[src/tap_orient_defines.vh]
/*
 Constants for the tap and orientation configuration block.
 Assumes inclusion by bare name from design files in the same folder.
*/
`ifndef TAP_ORIENT_DEFINES_VH
`define TAP_ORIENT_DEFINES_VH

`define CLK_HZ 40000000
`define MS_PER_S 1000

`define ADDR_TAP_TIMING 8'h63
`define ADDR_TAP_THRESH 8'h64
`define ADDR_ORIENT_MODE 8'h65
`define ADDR_ORIENT_AXIS 8'h66

`define RST_TAP_TIMING 8'h04
`define RST_TAP_THRESH 8'h0A
`define RST_ORIENT_MODE 8'h18
`define RST_ORIENT_AXIS 8'h48

`define TAP_QUIET_BIT 7
`define TAP_SHOCK_BIT 6
`define TAP_DUR_HI 2
`define TAP_TH_HI 4
`define OR_HYST_HI 7
`define OR_HYST_LO 4
`define OR_BLK_HI 3
`define OR_BLK_LO 2
`define OR_MODE_HI 1
`define AXES_BIT 7
`define UD_EN_BIT 6
`define THETA_HI 5

`define QUIET_MS_0 10'd30
`define QUIET_MS_1 10'd20
`define SHOCK_MS_0 10'd50
`define SHOCK_MS_1 10'd75
`define WIN_MS_0 10'd50
`define WIN_MS_1 10'd100
`define WIN_MS_2 10'd150
`define WIN_MS_3 10'd200
`define WIN_MS_4 10'd250
`define WIN_MS_5 10'd375
`define WIN_MS_6 10'd500
`define WIN_MS_7 10'd700
`define STABLE_MS 7'd100

`define BLK_NONE 2'b00
`define BLK_THETA_G 2'b01
`define BLK_SLOPE_02 2'b10
`define BLK_SLOPE_04 2'b11

`define MODE_SYM 2'b00
`define MODE_HIGH_ASYM 2'b01
`define MODE_LOW_ASYM 2'b10

`endif

[src/tap_ms_timer.v]
/*
 Millisecond duration timer used for the tap quiet, shock and window times.
 Assumes a one-cycle millisecond tick from the instantiating module.
*/
`timescale 1ns/10ps
module tap_ms_timer #(
  parameter W = 10
) (
  input wire clock_i,
  input wire rst_n_i,
  input wire tick_i,
  input wire start_i,
  input wire [W-1:0] dur_ms_i,
  output reg busy_o,
  output reg done_o
);
  reg [W-1:0] cnt_r;

  always @(posedge clock_i or negedge rst_n_i) begin
    if (!rst_n_i) begin
      cnt_r <= {W{1'b0}};
      busy_o <= 1'b0;
      done_o <= 1'b0;
    end else begin
      done_o <= 1'b0;
      if (start_i) begin
        // Restart drops any running interval
        cnt_r <= dur_ms_i;
        busy_o <= 1'b1;
      end else if (busy_o && tick_i) begin
        if (cnt_r <= {{(W-1){1'b0}}, 1'b1}) begin
          busy_o <= 1'b0;
          done_o <= 1'b1;
          cnt_r <= {W{1'b0}};
        end else begin
          cnt_r <= cnt_r - {{(W-1){1'b0}}, 1'b1};
        end
      end
    end
  end
endmodule

[src/tap_orient_int_config.v]
/*
 Tap and orientation interrupt configuration registers and the behaviour
 they select: tap durations, range-scaled tap threshold, orientation
 hysteresis, blocking, switching mode, axis remap and up/down enable.
 Assumes a register port from the serial interface synchronous to
 clock_i, and detector inputs from the sensor data path.
*/
// Functional notes
// Tap quiet time is 30 ms with the select bit clear and 20 ms when set.
// Tap shock time is 50 ms with the select bit clear and 75 ms when set.
// Window codes 0..7 give 50,100,150,200,250,375,500,700 ms.
// Pre-filtered tap data source keeps the sensor out of low-power mode.
// Tap threshold is the field times 62.5,125,250,500 mg by range.
// A zero threshold field counts as one half in the scaling.
// Each hysteresis step is 62.5 mg whatever the range.
// Blocking 0 is off, 1 blocks on theta or >1.5g, 2 adds slope >0.2 g.
// Blocking 3 uses theta, slope >0.4 g, >1.5g or orientation unstable.
// Mode 0 and 3 are symmetrical, 1 high-asymmetrical, 2 low-asymmetric.
// Axis rotation maps x from sensor y, y from z, z from x when set.
// An up/down change raises an orientation interrupt only when enabled.
// The six-bit angle field sets the theta blocking angle up to 44.8 deg.
// Tap threshold range comes from an outside setting at each compare.
`timescale 1ns/10ps
`include "tap_orient_defines.vh"
module tap_orient_int_config #(
  parameter MS_CYCLES = `CLK_HZ / `MS_PER_S,
  parameter AW = 16
) (
  input wire clock_i,
  input wire rst_n_i,
  input wire [7:0] reg_addr_i,
  input wire reg_wr_i,
  input wire [7:0] reg_wdata_i,
  input wire reg_rd_i,
  output reg [7:0] reg_rdata_o,
  input wire tap_prefilt_sel_i,
  output reg lowpower_inhibit_o,
  input wire [1:0] acc_range_i,
  input wire [AW-1:0] tap_diff_i,
  input wire tap_diff_valid_i,
  output reg tap_over_thresh_o,
  output reg [8:0] tap_threshold_o,
  input wire tap_quiet_start_i,
  input wire tap_shock_start_i,
  input wire tap_window_start_i,
  output wire tap_quiet_busy_o,
  output wire tap_shock_busy_o,
  output wire tap_window_busy_o,
  output wire tap_quiet_done_o,
  output wire tap_shock_done_o,
  output wire tap_window_done_o,
  input wire [AW-1:0] sens_x_i,
  input wire [AW-1:0] sens_y_i,
  input wire [AW-1:0] sens_z_i,
  output reg [AW-1:0] orient_x_o,
  output reg [AW-1:0] orient_y_o,
  output reg [AW-1:0] orient_z_o,
  output reg [4:0] orient_hyst_o,
  output reg [1:0] orient_thresh_mode_o,
  output reg [5:0] orient_theta_o,
  input wire [5:0] tilt_angle_i,
  input wire over_1g5_i,
  input wire slope_over_0g2_i,
  input wire slope_over_0g4_i,
  input wire [2:0] orient_value_i,
  input wire orient_other_change_i,
  input wire orient_ud_change_i,
  output reg orient_blocked_o,
  output reg orient_irq_o
);
  reg [7:0] tap_timing_config_r;
  reg [7:0] tap_threshold_config_r;
  reg [7:0] orientation_mode_config_r;
  reg [7:0] orientation_axis_angle_config_r;
  reg [15:0] ms_cnt_r;
  reg ms_tick_r;
  reg [2:0] orient_prev_r;
  reg [6:0] stable_ms_r;
  reg [9:0] quiet_ms;
  reg [9:0] shock_ms;
  reg [9:0] window_ms;
  reg [8:0] thr_nxt;
  reg blocked_nxt;
  reg [1:0] mode_nxt;
  wire [4:0] tap_threshold;
  wire [1:0] blk_mode;
  wire axis_rotation_sel;
  wire updown_change_irq_enable;
  wire theta_block;
  wire orient_stable;
  wire [29:0] dur_bus;
  wire [2:0] start_bus;
  wire [2:0] busy_bus;
  wire [2:0] done_bus;

  assign tap_threshold = tap_threshold_config_r[`TAP_TH_HI:0];
  assign blk_mode = orientation_mode_config_r[`OR_BLK_HI:`OR_BLK_LO];
  assign axis_rotation_sel = orientation_axis_angle_config_r[`AXES_BIT];
  assign updown_change_irq_enable =
    orientation_axis_angle_config_r[`UD_EN_BIT];

  // Register stores, reserved bits held at zero
  always @(posedge clock_i or negedge rst_n_i) begin
    if (!rst_n_i) begin
      tap_timing_config_r <= `RST_TAP_TIMING;
      tap_threshold_config_r <= `RST_TAP_THRESH;
      orientation_mode_config_r <= `RST_ORIENT_MODE;
      orientation_axis_angle_config_r <= `RST_ORIENT_AXIS;
      reg_rdata_o <= 8'h00;
    end else begin
      if (reg_wr_i) begin
        case (reg_addr_i)
          `ADDR_TAP_TIMING: tap_timing_config_r <= reg_wdata_i & 8'hC7;
          `ADDR_TAP_THRESH: tap_threshold_config_r <= reg_wdata_i & 8'h1F;
          `ADDR_ORIENT_MODE: orientation_mode_config_r <= reg_wdata_i;
          `ADDR_ORIENT_AXIS: orientation_axis_angle_config_r <= reg_wdata_i;
          default: ;
        endcase
      end
      if (reg_rd_i) begin
        case (reg_addr_i)
          `ADDR_TAP_TIMING: reg_rdata_o <= tap_timing_config_r;
          `ADDR_TAP_THRESH: reg_rdata_o <= tap_threshold_config_r;
          `ADDR_ORIENT_MODE: reg_rdata_o <= orientation_mode_config_r;
          `ADDR_ORIENT_AXIS: reg_rdata_o <= orientation_axis_angle_config_r;
          default: reg_rdata_o <= 8'h00;
        endcase
      end
    end
  end

  // Duration selection in milliseconds
  always @* begin
    // Quiet time select
    quiet_ms = tap_timing_config_r[`TAP_QUIET_BIT] ? `QUIET_MS_1 : `QUIET_MS_0;
    // Shock time select
    shock_ms = tap_timing_config_r[`TAP_SHOCK_BIT] ? `SHOCK_MS_1 : `SHOCK_MS_0;
    // Second tap window
    case (tap_timing_config_r[`TAP_DUR_HI:0])
      3'h0: window_ms = `WIN_MS_0;
      3'h1: window_ms = `WIN_MS_1;
      3'h2: window_ms = `WIN_MS_2;
      3'h3: window_ms = `WIN_MS_3;
      3'h4: window_ms = `WIN_MS_4;
      3'h5: window_ms = `WIN_MS_5;
      3'h6: window_ms = `WIN_MS_6;
      default: window_ms = `WIN_MS_7;
    endcase
  end

  // Millisecond tick shared by all timers
  always @(posedge clock_i or negedge rst_n_i) begin
    if (!rst_n_i) begin
      ms_cnt_r <= 16'h0000;
      ms_tick_r <= 1'b0;
    end else if (ms_cnt_r == MS_CYCLES[15:0] - 16'h0001) begin
      ms_cnt_r <= 16'h0000;
      ms_tick_r <= 1'b1;
    end else begin
      ms_cnt_r <= ms_cnt_r + 16'h0001;
      ms_tick_r <= 1'b0;
    end
  end

  assign dur_bus = {window_ms, shock_ms, quiet_ms};
  assign start_bus = {tap_window_start_i, tap_shock_start_i,
    tap_quiet_start_i};
  assign tap_quiet_busy_o = busy_bus[0];
  assign tap_shock_busy_o = busy_bus[1];
  assign tap_window_busy_o = busy_bus[2];
  assign tap_quiet_done_o = done_bus[0];
  assign tap_shock_done_o = done_bus[1];
  assign tap_window_done_o = done_bus[2];

  genvar gi;
  generate
    for (gi = 0; gi < 3; gi = gi + 1) begin : g_tmr
      tap_ms_timer #(
        .W(10)
      ) u_tmr (
        .clock_i(clock_i),
        .rst_n_i(rst_n_i),
        .tick_i(ms_tick_r),
        .start_i(start_bus[gi]),
        .dur_ms_i(dur_bus[gi*10 +: 10]),
        .busy_o(busy_bus[gi]),
        .done_o(done_bus[gi])
      );
    end
  endgenerate

  // Threshold in 31.25 mg units, scaled by range
  always @* begin
    // Zero field counts as half
    if (tap_threshold == 5'h00)
      thr_nxt = 9'h001;
    else
      thr_nxt = {3'b000, tap_threshold, 1'b0};
    // Range scaling of threshold
    thr_nxt = thr_nxt << acc_range_i;
  end

  // Orientation stability time since last value change
  always @(posedge clock_i or negedge rst_n_i) begin
    if (!rst_n_i) begin
      orient_prev_r <= 3'h0;
      stable_ms_r <= 7'h00;
    end else begin
      orient_prev_r <= orient_value_i;
      if (orient_value_i != orient_prev_r)
        stable_ms_r <= 7'h00;
      else if (ms_tick_r && stable_ms_r < `STABLE_MS)
        stable_ms_r <= stable_ms_r + 7'h01;
    end
  end
  assign orient_stable = (stable_ms_r >= `STABLE_MS);

  // Theta beyond blocking angle
  assign theta_block = tilt_angle_i >
    orientation_axis_angle_config_r[`THETA_HI:0];

  always @* begin
    case (blk_mode)
      // Blocking modes 0 to 2
      `BLK_NONE: blocked_nxt = 1'b0;
      `BLK_THETA_G: blocked_nxt = theta_block | over_1g5_i;
      `BLK_SLOPE_02: blocked_nxt = theta_block | over_1g5_i |
        slope_over_0g2_i;
      // Full blocking with stability
      `BLK_SLOPE_04: blocked_nxt = theta_block | over_1g5_i |
        slope_over_0g4_i | ~orient_stable;
      default: blocked_nxt = 1'b0;
    endcase
    // Switching threshold mode
    case (orientation_mode_config_r[`OR_MODE_HI:0])
      `MODE_HIGH_ASYM: mode_nxt = `MODE_HIGH_ASYM;
      `MODE_LOW_ASYM: mode_nxt = `MODE_LOW_ASYM;
      default: mode_nxt = `MODE_SYM;
    endcase
  end

  always @(posedge clock_i or negedge rst_n_i) begin
    if (!rst_n_i) begin
      lowpower_inhibit_o <= 1'b0;
      tap_threshold_o <= 9'h000;
      tap_over_thresh_o <= 1'b0;
      orient_x_o <= {AW{1'b0}};
      orient_y_o <= {AW{1'b0}};
      orient_z_o <= {AW{1'b0}};
      orient_hyst_o <= 5'h00;
      orient_thresh_mode_o <= `MODE_SYM;
      orient_theta_o <= 6'h00;
      orient_blocked_o <= 1'b0;
      orient_irq_o <= 1'b0;
    end else begin
      // Hold off low-power mode
      lowpower_inhibit_o <= tap_prefilt_sel_i;
      tap_threshold_o <= thr_nxt;
      // Range sampled per compare
      if (tap_diff_valid_i)
        tap_over_thresh_o <= (tap_diff_i >= {{(AW-9){1'b0}}, thr_nxt});
      else
        tap_over_thresh_o <= 1'b0;
      // Axis rotation remap
      if (axis_rotation_sel) begin
        orient_x_o <= sens_y_i;
        orient_y_o <= sens_z_i;
        orient_z_o <= sens_x_i;
      end else begin
        orient_x_o <= sens_x_i;
        orient_y_o <= sens_y_i;
        orient_z_o <= sens_z_i;
      end
      // Hysteresis in 31.25 mg units
      orient_hyst_o <= {orientation_mode_config_r[`OR_HYST_HI:`OR_HYST_LO],
        1'b0};
      orient_thresh_mode_o <= mode_nxt;
      orient_theta_o <= orientation_axis_angle_config_r[`THETA_HI:0];
      orient_blocked_o <= blocked_nxt;
      // Up/down change gating
      orient_irq_o <= ~blocked_nxt & (orient_other_change_i |
        (orient_ud_change_i & updown_change_irq_enable));
    end
  end
endmodule

[config.mk]
export PLATFORM = sky130hd
export DESIGN_NAME = tap_orient_int_config
export DESIGN_NICKNAME = d
export VERILOG_FILES = /design/src/tap_ms_timer.v /design/src/tap_orient_int_config.v
export VERILOG_INCLUDE_DIRS = /design/src
export SDC_FILE = /design/constraint.sdc
export NUM_CORES = 1
export LEC_CHECK = 0
export BUFFER_PORTS_ARGS = -buffer_cell sky130_fd_sc_hd__buf_2
export CAP_MARGIN = 20
export CORE_MARGIN = 10
export CORE_UTILIZATION = 50
export DETAILED_ROUTE_END_ITERATION = 12
export PLACE_DENSITY = 0.84
export SLEW_MARGIN = 5
export SYNTH_ARGS = -nofsm -noshare
export SYNTH_HDL_FRONTEND = slang
export SYNTH_SLANG_ARGS = --single-unit
[constraint.sdc]
create_clock -name clock_i -period 6.6 [get_ports clock_i]
set_clock_uncertainty 0.2 [all_clocks]
set_input_delay 0.33 -clock clock_i [delete_from_list [all_inputs] [get_ports clock_i]]
set_output_delay 0.33 -clock clock_i [all_outputs]
set_load 0.02 [all_outputs]
==> impl_metrics.py, run 1 <==
metrics = {
    "outcome": {
        "status": "completed",
    },
    "synth": {
        "synthDistinctLibCells": 64,
        "ys_seq_elements": 170,
        "avgSynthCellArea_sq_um": 11.49,
        "async_flop_share_pct": 100.0,
        "synthCells": 689,
        "synthFlopType": "dfrtp_1",
        "netlist_area_sq_um": 7918,
        "synth_edf_count": 0,
        "yosys_warnings": 0,
        "synth_largest_area_cell": "dfrtp_1",
        "synth_most_common_cell": "dfrtp_1",
        "synth_common_cells": "dfrtp_1, mux2_2, nand2_1",
        "ys_seq_area_share_pct": 53.84,
        "synthTopCellsByArea": "dfrtp_1, mux2_2, ha_1",
        "synth.top_cell.area_share_pct": 51.52,
        "synth_nets": 818,
    },
    "power": {
        "p_sw_uw": 613.8,
        "p_int_uw": 1915,
        "combPwrFrac_pct": 11.4,
        "netSwitchingFraction_pct": 24.27,
        "powerDensity_nw_per_um2": 239.6,
        "clkPwrFrac_pct": 44.3,
        "seq_power_share_pct": 44.3,
        "p_leak_uw": 0.004885,
        "max-vdd-ir-drop_uv": 204.0,
    },
    "drt": {
        "top_layer_used": "met4",
        "via_per_inst": 5.481,
        "wl_per_cell_um": 18.81,
        "final_antenna_net_count": 0,
        "wl_met2_mm": 11.57,
        "met3_wirelength_mm": 1.560,
        "drtIter0Drc": 429,
        "drt-met1-wl_mm": 8.276,
        "vias": 6512,
        "drtPass1Iterations": 5,
        "routed_wl_mm": 22.35,
        "drc": 0,
    },
    "cells_and_area": {
        "final_cells": 1188,
        "area_delta_synth_final_pct": 33.28,
        "nets": 1085,
        "layout-drive-gt1-share_pct": 33.95,
        "fin_util_pct": 68.65,
        "nFillCells": 1042,
    },
    "clocking": {
        "root_buffer": "clkbuf_16",
        "numCtsBuffers": 17,
        "cts_resized": 0,
        "clkLatencyLatePin_ns": 0.43,
        "ctsHtreeMaxLevel": 4,
        "cts.clk_slew.worst_paths_ns": 0.06,
        "cts_buffer_depth": 2,
        "cts_tree": "done",
        "clock-sinks": 170,
    },
    "floorplanning": {
        "core-area_sq_um": 15370,
        "ios": 193,
        "initial_core_util_pct": 51.51,
        "die_w_um": 145.8,
        "fp.dieH_um": 145.8,
        "die-area_sq_um": 21270,
        "rows": 45,
    },
    "worst_setup_path": {
        "critPathMaxFanout": 5,
        "critPathLaunchType": "flop",
        "r2r_cells": 8,
        "r2r_start": "tap_threshold_config_r[0]$_DFFE_PN0P_",
        "critPathRequiredTime_ns": 6.71,
        "reg2reg_to": "tap_over_thresh_o$_DFF_PN0_",
        "arrival_ns": 2.87,
        "crit_end": "tap_over_thresh_o$_DFF_PN0_",
        "end_kind": "flop",
        "critPathLaunch": "tap_threshold_config_r[0]$_DFFE_PN0P_",
        "r2r_slack_ns": 3.84,
        "crit_type": "flop to flop",
    },
    "grt": {
        "grt_pass1_wl_mm": 36.11,
        "grt_pass1_vias": 6793,
        "antenna_found_initial": 7,
        "grt_max_degree": 102,
        "grtUsageTotal_pct": 20.94,
        "grt_overflow": 0,
    },
    "timing": {
        "finalSetupViolations": 0,
        "min_period_over_period_pct": 41.86,
        "tightest_slew_ns": 1.107,
        "max_freq_ghz": 0.3620,
        "slew_headroom_pct": 26.17,
        "fin_crit_ns": 2.763,
        "slew_viol_final": 0,
        "rsz0062_at_grt": "false",
        "setup_tns_ns": 0,
        "hold_viol": 0,
    },
    "placement": {
        "numPortBuffers": 191,
        "hpwlAfterDp_mm": 14.16,
        "gp_congestion": 0.8883,
        "dp.cells": 1066,
    },
    "flow_run": {
        "maxCapViolations": 0,
    },
    "hold_path": {
        "worstHoldPathType": "input port to flop",
    },
}
## layout by cell type, fill, tap and decap left out, types with 11 or more instances in the layout
cell type and instances:
a211oi_1 11, a21oi_1 26, buf_2 190, clkbuf_16 17, dfrtp_1 162, dlygate4sd3_1 82
ha_1 24, inv_1 35, mux2_2 73, nand2_1 46, nand3_1 21, nor2_1 43
nor2b_1 12, nor3_1 17, nor4_1 13, o21ai_0 28, xnor2_1 18
## worst min-delay path by stage
stage | startpoint | end | slack, ns | cells past startpoint
after floorplan | rst_n_i | g_tmr[0].u_tmr.busy_o$_DFFE_PN0P_ | -0.17 | 0
after global placement | orientation_mode_config_r[6]$_DFFE_PN0P_ | orient_hyst_o[3]$_DFF_PN0_ | 0.19 | 0
after detailed placement | orientation_mode_config_r[6]$_DFFE_PN0P_ | orient_hyst_o[3]$_DFF_PN0_ | 0.20 | 0
after CTS | tap_quiet_start_i | g_tmr[0].u_tmr.cnt_r[8]$_DFFE_PN0P_ | 0.03 | 2
after global routing | tap_shock_start_i | g_tmr[1].u_tmr.done_o$_DFF_PN0_ | 0.04 | 2
final | tap_quiet_start_i | g_tmr[0].u_tmr.cnt_r[8]$_DFFE_PN0P_ | 0.03 | 2
## flip-flops by register name, summed over array words and instances (netlist names), 4 cells and up
register / count
orient_y_o: 16
g_tmr.u_tmr.cnt_r: 30
orient_hyst_o: 4
stable_ms_r: 7
tap_threshold_config_r: 5
reg_rdata_o: 8
orientation_axis_angle_config_r: 8
tap_timing_config_r: 5
tap_threshold_o: 9
ms_cnt_r: 16
orient_z_o: 16
orient_theta_o: 6
orient_x_o: 16
orientation_mode_config_r: 8
## power by group through the flow
| stage | Combinational, uW | Clock (uW) | Sequential [uW] |
|---|---|---|---|
| after floorplan | 110 | 0 | 1160 |
| after global placement | 234 | 0 | 1140 |
| after detailed placement | 241 | 0 | 1140 |
| after CTS | 282 | 1130 | 1120 |
| after global routing | 314 | 1180 | 1130 |
| final | 288 | 1120 | 1120 |
## worst max-delay path: stages (launching register included)
cell and delay (ns):
dfrtp_1 0.43, or4_1 0.60, nor4_1 0.33, ha_1 0.31
nand2b_1 0.14, a211oi_1 0.22, o21ai_0 0.15, o2111ai_1 0.17
a21oi_1 0.10
## logic make-up (layout without fill, tap and decap cells)
kind of cell / Yosys count / in the layout / synth area share, %
xor+xnor: 26 / 26 / 2.876
fa+ha+maj: 24 / 24 / 3.793
mux: 86 / 86 / 12.34
other cells: 1 / 9 / 0.04736
simple gates: 201 / 201 / 14.25
buf+inv: 62 / 342 / 3.113
compound gates: 119 / 119 / 9.735
flops: 170 / 170 / 53.84
## stage by stage
stage | area [sq um] | hold WS [ns] | power [uW] | setup slack [ns]
floorplan | 7918 | -0.1656 | 1266 | 4.214
global placement | 9045 | 0.1896 | 1371 | 4.057
detailed placement | 9045 | 0.2003 | 1379 | 3.946
CTS | 10530 | 0.02727 | 2527 | 3.870
global route | 10550 | 0.03556 | 2616 | 3.714
finish | 10550 | 0.02813 | 2529 | 3.837
## area by class of cell
type / count / area, sq um / area share [%]
diodes: 8 / 20.02 / 0.1897
clock buffers: 19 / 452.9 / 4.292
clock inverters: 13 / 214.0 / 2.028
inverters: 35 / 131.4 / 1.245
multi-input cells: 457 / 3408 / 32.30
flip-flops and latches: 170 / 4264 / 40.41
well taps: 211 / 264.0 / 2.502
repair buffers: 275 / 1798 / 17.04
## timing repair
action / CTS / global route
endpoints found under the hold margin: 175 / 0
setup buffers: 0 / 0
hold buffers: 82 / 0
## per-layer routing
metal,up-vias,GRT usage [%]
li1,3004,-
met1,3194,22.53
met2,245,35.99
met3,69,6.520
met4,0,11.32
met5,-,0
Power figures use the tool's default switching activity.
==> run 2: changes to the inputs <==
- ABC_AREA: default -> 1
- clock period: 6.6 -> 2.74 ns (I/O delays scaled with it)
==> impl_metrics.py, run 2 <==
metrics = {
    "outcome": {
        "status": "finished, violations left",
        "violations": "negative hold slack",
    },
    "timing": {
        "slew_headroom_pct": 58.95,
        "rsz0062_at_grt": "false",
        "fin_crit_ns": 2.463,
        "min_period_over_period_pct": 89.90,
        "hold_viol": 1,
        "finalSetupViolations": 0,
        "setup_tns_ns": 0,
        "slew_viol_final": 0,
        "tightest_slew_ns": 0.6158,
        "whs_ns": -0.04235,
        "max_freq_ghz": 0.4060,
    },
    "synth": {
        "synth.top_cell.area_share_pct": 50.42,
        "ys_seq_elements": 170,
        "avgSynthCellArea_sq_um": 8.358,
        "synth_edf_count": 0,
        "async_flop_share_pct": 100.0,
        "synthDistinctLibCells": 39,
        "synthFlopType": "dfrtp_1",
        "netlist_area_sq_um": 8090,
        "synth_common_cells": "nand2_1, dfrtp_1, inv_1",
        "synthCells": 968,
        "synth_nets": 1097,
        "synth_largest_area_cell": "dfrtp_1",
        "ys_seq_area_share_pct": 52.69,
        "yosys_warnings": 0,
        "synth_most_common_cell": "nand2_1",
        "synthTopCellsByArea": "dfrtp_1, nand2_1, inv_1",
    },
    "drt": {
        "drtIter0Drc": 441,
        "wl_per_cell_um": 16.14,
        "drtPass1Iterations": 5,
        "vias": 7650,
        "routed_wl_mm": 24.21,
        "drc": 0,
        "final_antenna_net_count": 0,
        "via_per_inst": 5.100,
    },
    "worst_setup_path": {
        "end_kind": "flop",
        "critPathRequiredTime_ns": 2.84,
        "crit_buf_inv": 3,
        "r2r_slack_ns": 0.28,
        "critPathLaunchType": "flop",
        "critPathLaunch": "stable_ms_r[2]$_DFFE_PN0P_",
        "cpMaxStageDelayCell": "dlygate4sd3_1",
        "arrival_ns": 2.56,
        "critPathMaxFanout": 3,
        "crit_type": "flop to flop",
        "path_cells": "inv_1 -> a21oi_1 -> nand2_1 -> a21oi_1 -> dlygate4sd3_1 -> a21boi_0 -> dlygate4sd3_1",
        "r2r_cells": 7,
        "slowest_delay_ns": 0.57,
        "critPathTopFamily": "buffers and inverters",
        "path_depth": 7,
        "r2r_start": "stable_ms_r[2]$_DFFE_PN0P_",
    },
    "cells_and_area": {
        "layout_commonest_cell": "nand2_1",
        "largest_register": "g_tmr.u_tmr.cnt_r",
        "fin_util_pct": 69.08,
        "layout-drive-gt1-share_pct": 19.95,
        "nets": 1399,
        "area_delta_synth_final_pct": 35.63,
        "largest_register_ffs": 30,
        "final_cell_mix": "nand2_1, buf_2, dfrtp_1",
    },
    "floorplanning": {
        "rows": 46,
        "fp.dieH_um": 147.2,
        "die_w_um": 147.2,
        "die-area_sq_um": 21670,
        "ios": 193,
        "initial_core_util_pct": 50.93,
        "core-area_sq_um": 15890,
    },
    "hold_path": {
        "worstHoldPathType": "input port to flop",
        "hold_depth": 7,
        "hp-start": "tap_diff_i[14]",
    },
    "grt": {
        "antenna_found_initial": 1,
        "grt_pass1_wl_mm": 40.37,
        "grt_overflow": 0,
        "grt_use_met2_pct": 37.08,
        "grt_util_met3_pct": 10.75,
        "grt_use_met1_pct": 25.74,
        "top_usage_layer": "met2",
        "grt_max_degree": 68,
        "grtUsageTotal_pct": 22.87,
        "grt_pass1_vias": 8006,
    },
    "clocking": {
        "cts.clk_slew.worst_paths_ns": 0.06,
        "clock-sinks": 170,
        "ctsHtreeMaxLevel": 4,
        "clkLatencyLatePin_ns": 0.42,
        "root_buffer": "clkbuf_16",
        "numCtsBuffers": 17,
        "cts_buffer_depth": 2,
        "cts_tree": "done",
    },
    "placement": {
        "numPortBuffers": 191,
        "hpwlAfterDp_mm": 15.89,
        "gp_congestion": 0.9156,
    },
    "flow_run": {
        "maxCapViolations": 0,
    },
    "power": {
        "powerDensity_nw_per_um2": 580.0,
        "p_leak_uw": 0.005687,
        "max-vdd-ir-drop_uv": 467.5,
    },
}
==> run 2: cell types whose count changed in the layout (fill, tap and decap cells not counted), sizes merged, moves of 8 or more <==
cell / before / now
xor2: 8 / 27
nor2b: 12 / 0
nor4: 16 / 1
xnor2: 18 / 3
nand2: 46 / 280
nand3: 22 / 50
inv: 38 / 130
a211oi: 11 / 0
mux2i: 8 / 0
mux2: 78 / 0
dlygate4sd3: 82 / 101
o21ai: 29 / 96
nor2: 43 / 98
==> run 2: tightest hold or removal path, delay by kind of cell <==
kind          cells  cell delay, ns
simple gates      5            0.28
buf+inv           2            0.12
==> run 2: metrics by stage <==
step                setup slack, ns  instances  area, sq um  total power [uW]  hold WS [ns]
floorplan                    0.6073        968         8090              3252       -0.3586
global placement             0.5257       1363         9281              3591      -0.02507
detailed placement           0.4250       1363         9281              3618      -0.02299
CTS                         0.04123       1499        10960              6359      0.005757
global route                 0.1100       1500        10970              6642       0.01971
finish                       0.2769       1500        10970              6364      -0.04235
==> run 2: repair_timing <==
action / in CTS / in global routing
endpoints found under the hold margin: 184 / 0
setup endpoints to repair: 0 / 1
hold buffers: 104 / 0
gates resized for setup: 0 / 9
buffers inserted: 0 / 2
==> run 2: layout make-up <==
class                   instances  area (sq um)
fillers                      1126          4912
clock inverters                11         195.2
diodes                          1         2.502
inverters                     130         488.0
repair buffers                301          2071
multi-input cells             650          3243
well taps                     216         270.3
flip-flops and latches        170          4263
clock buffers                  21         440.4
==> run 2: worst paths after layout <==
| check | end |
|---|---|
| max in group asynchronous | orientation_axis_angle_config_r[3]$_DFFE_PN1P_ |
| worst min-delay path | tap_over_thresh_o$_DFF_PN0_ |
| worst max-delay path | orient_blocked_o$_DFF_PN0_ |
| worst min register to register | orient_theta_o[5]$_DFF_PN0_ |
| worst max register to register | orient_blocked_o$_DFF_PN0_ |
| min in group asynchronous | tap_over_thresh_o$_DFF_PN0_ |
==> run 2: cells by family after synthesis <==
| family | share of synthesized area [%] |
|---|---|
| XOR/XNOR | 3.248 |
| AO/OA/AOI/OAI | 8.537 |
| other | 0.04635 |
| AND/OR/NAND/NOR | 24.51 |
| adder cells (fa/ha/maj) | 3.712 |
| flip-flops | 52.69 |
| buffers and inverters | 7.253 |
==> run 2: per-layer routing <==
| metal | wire length, um | up-vias |
|---|---|---|
| li1 | - | 3662 |
| met1 | 9370 | 3603 |
| met2 | 11270 | 332 |
| met3 | 2926 | 53 |
| met4 | 643 | 0 |
| met5 | 0 | - |
==> run 2: report_power, final <==
part           internal, uW  switching, uW
Clock                  1620            992
Sequential             2670           90.2
Combinational           383            604
Total                  4680           1690
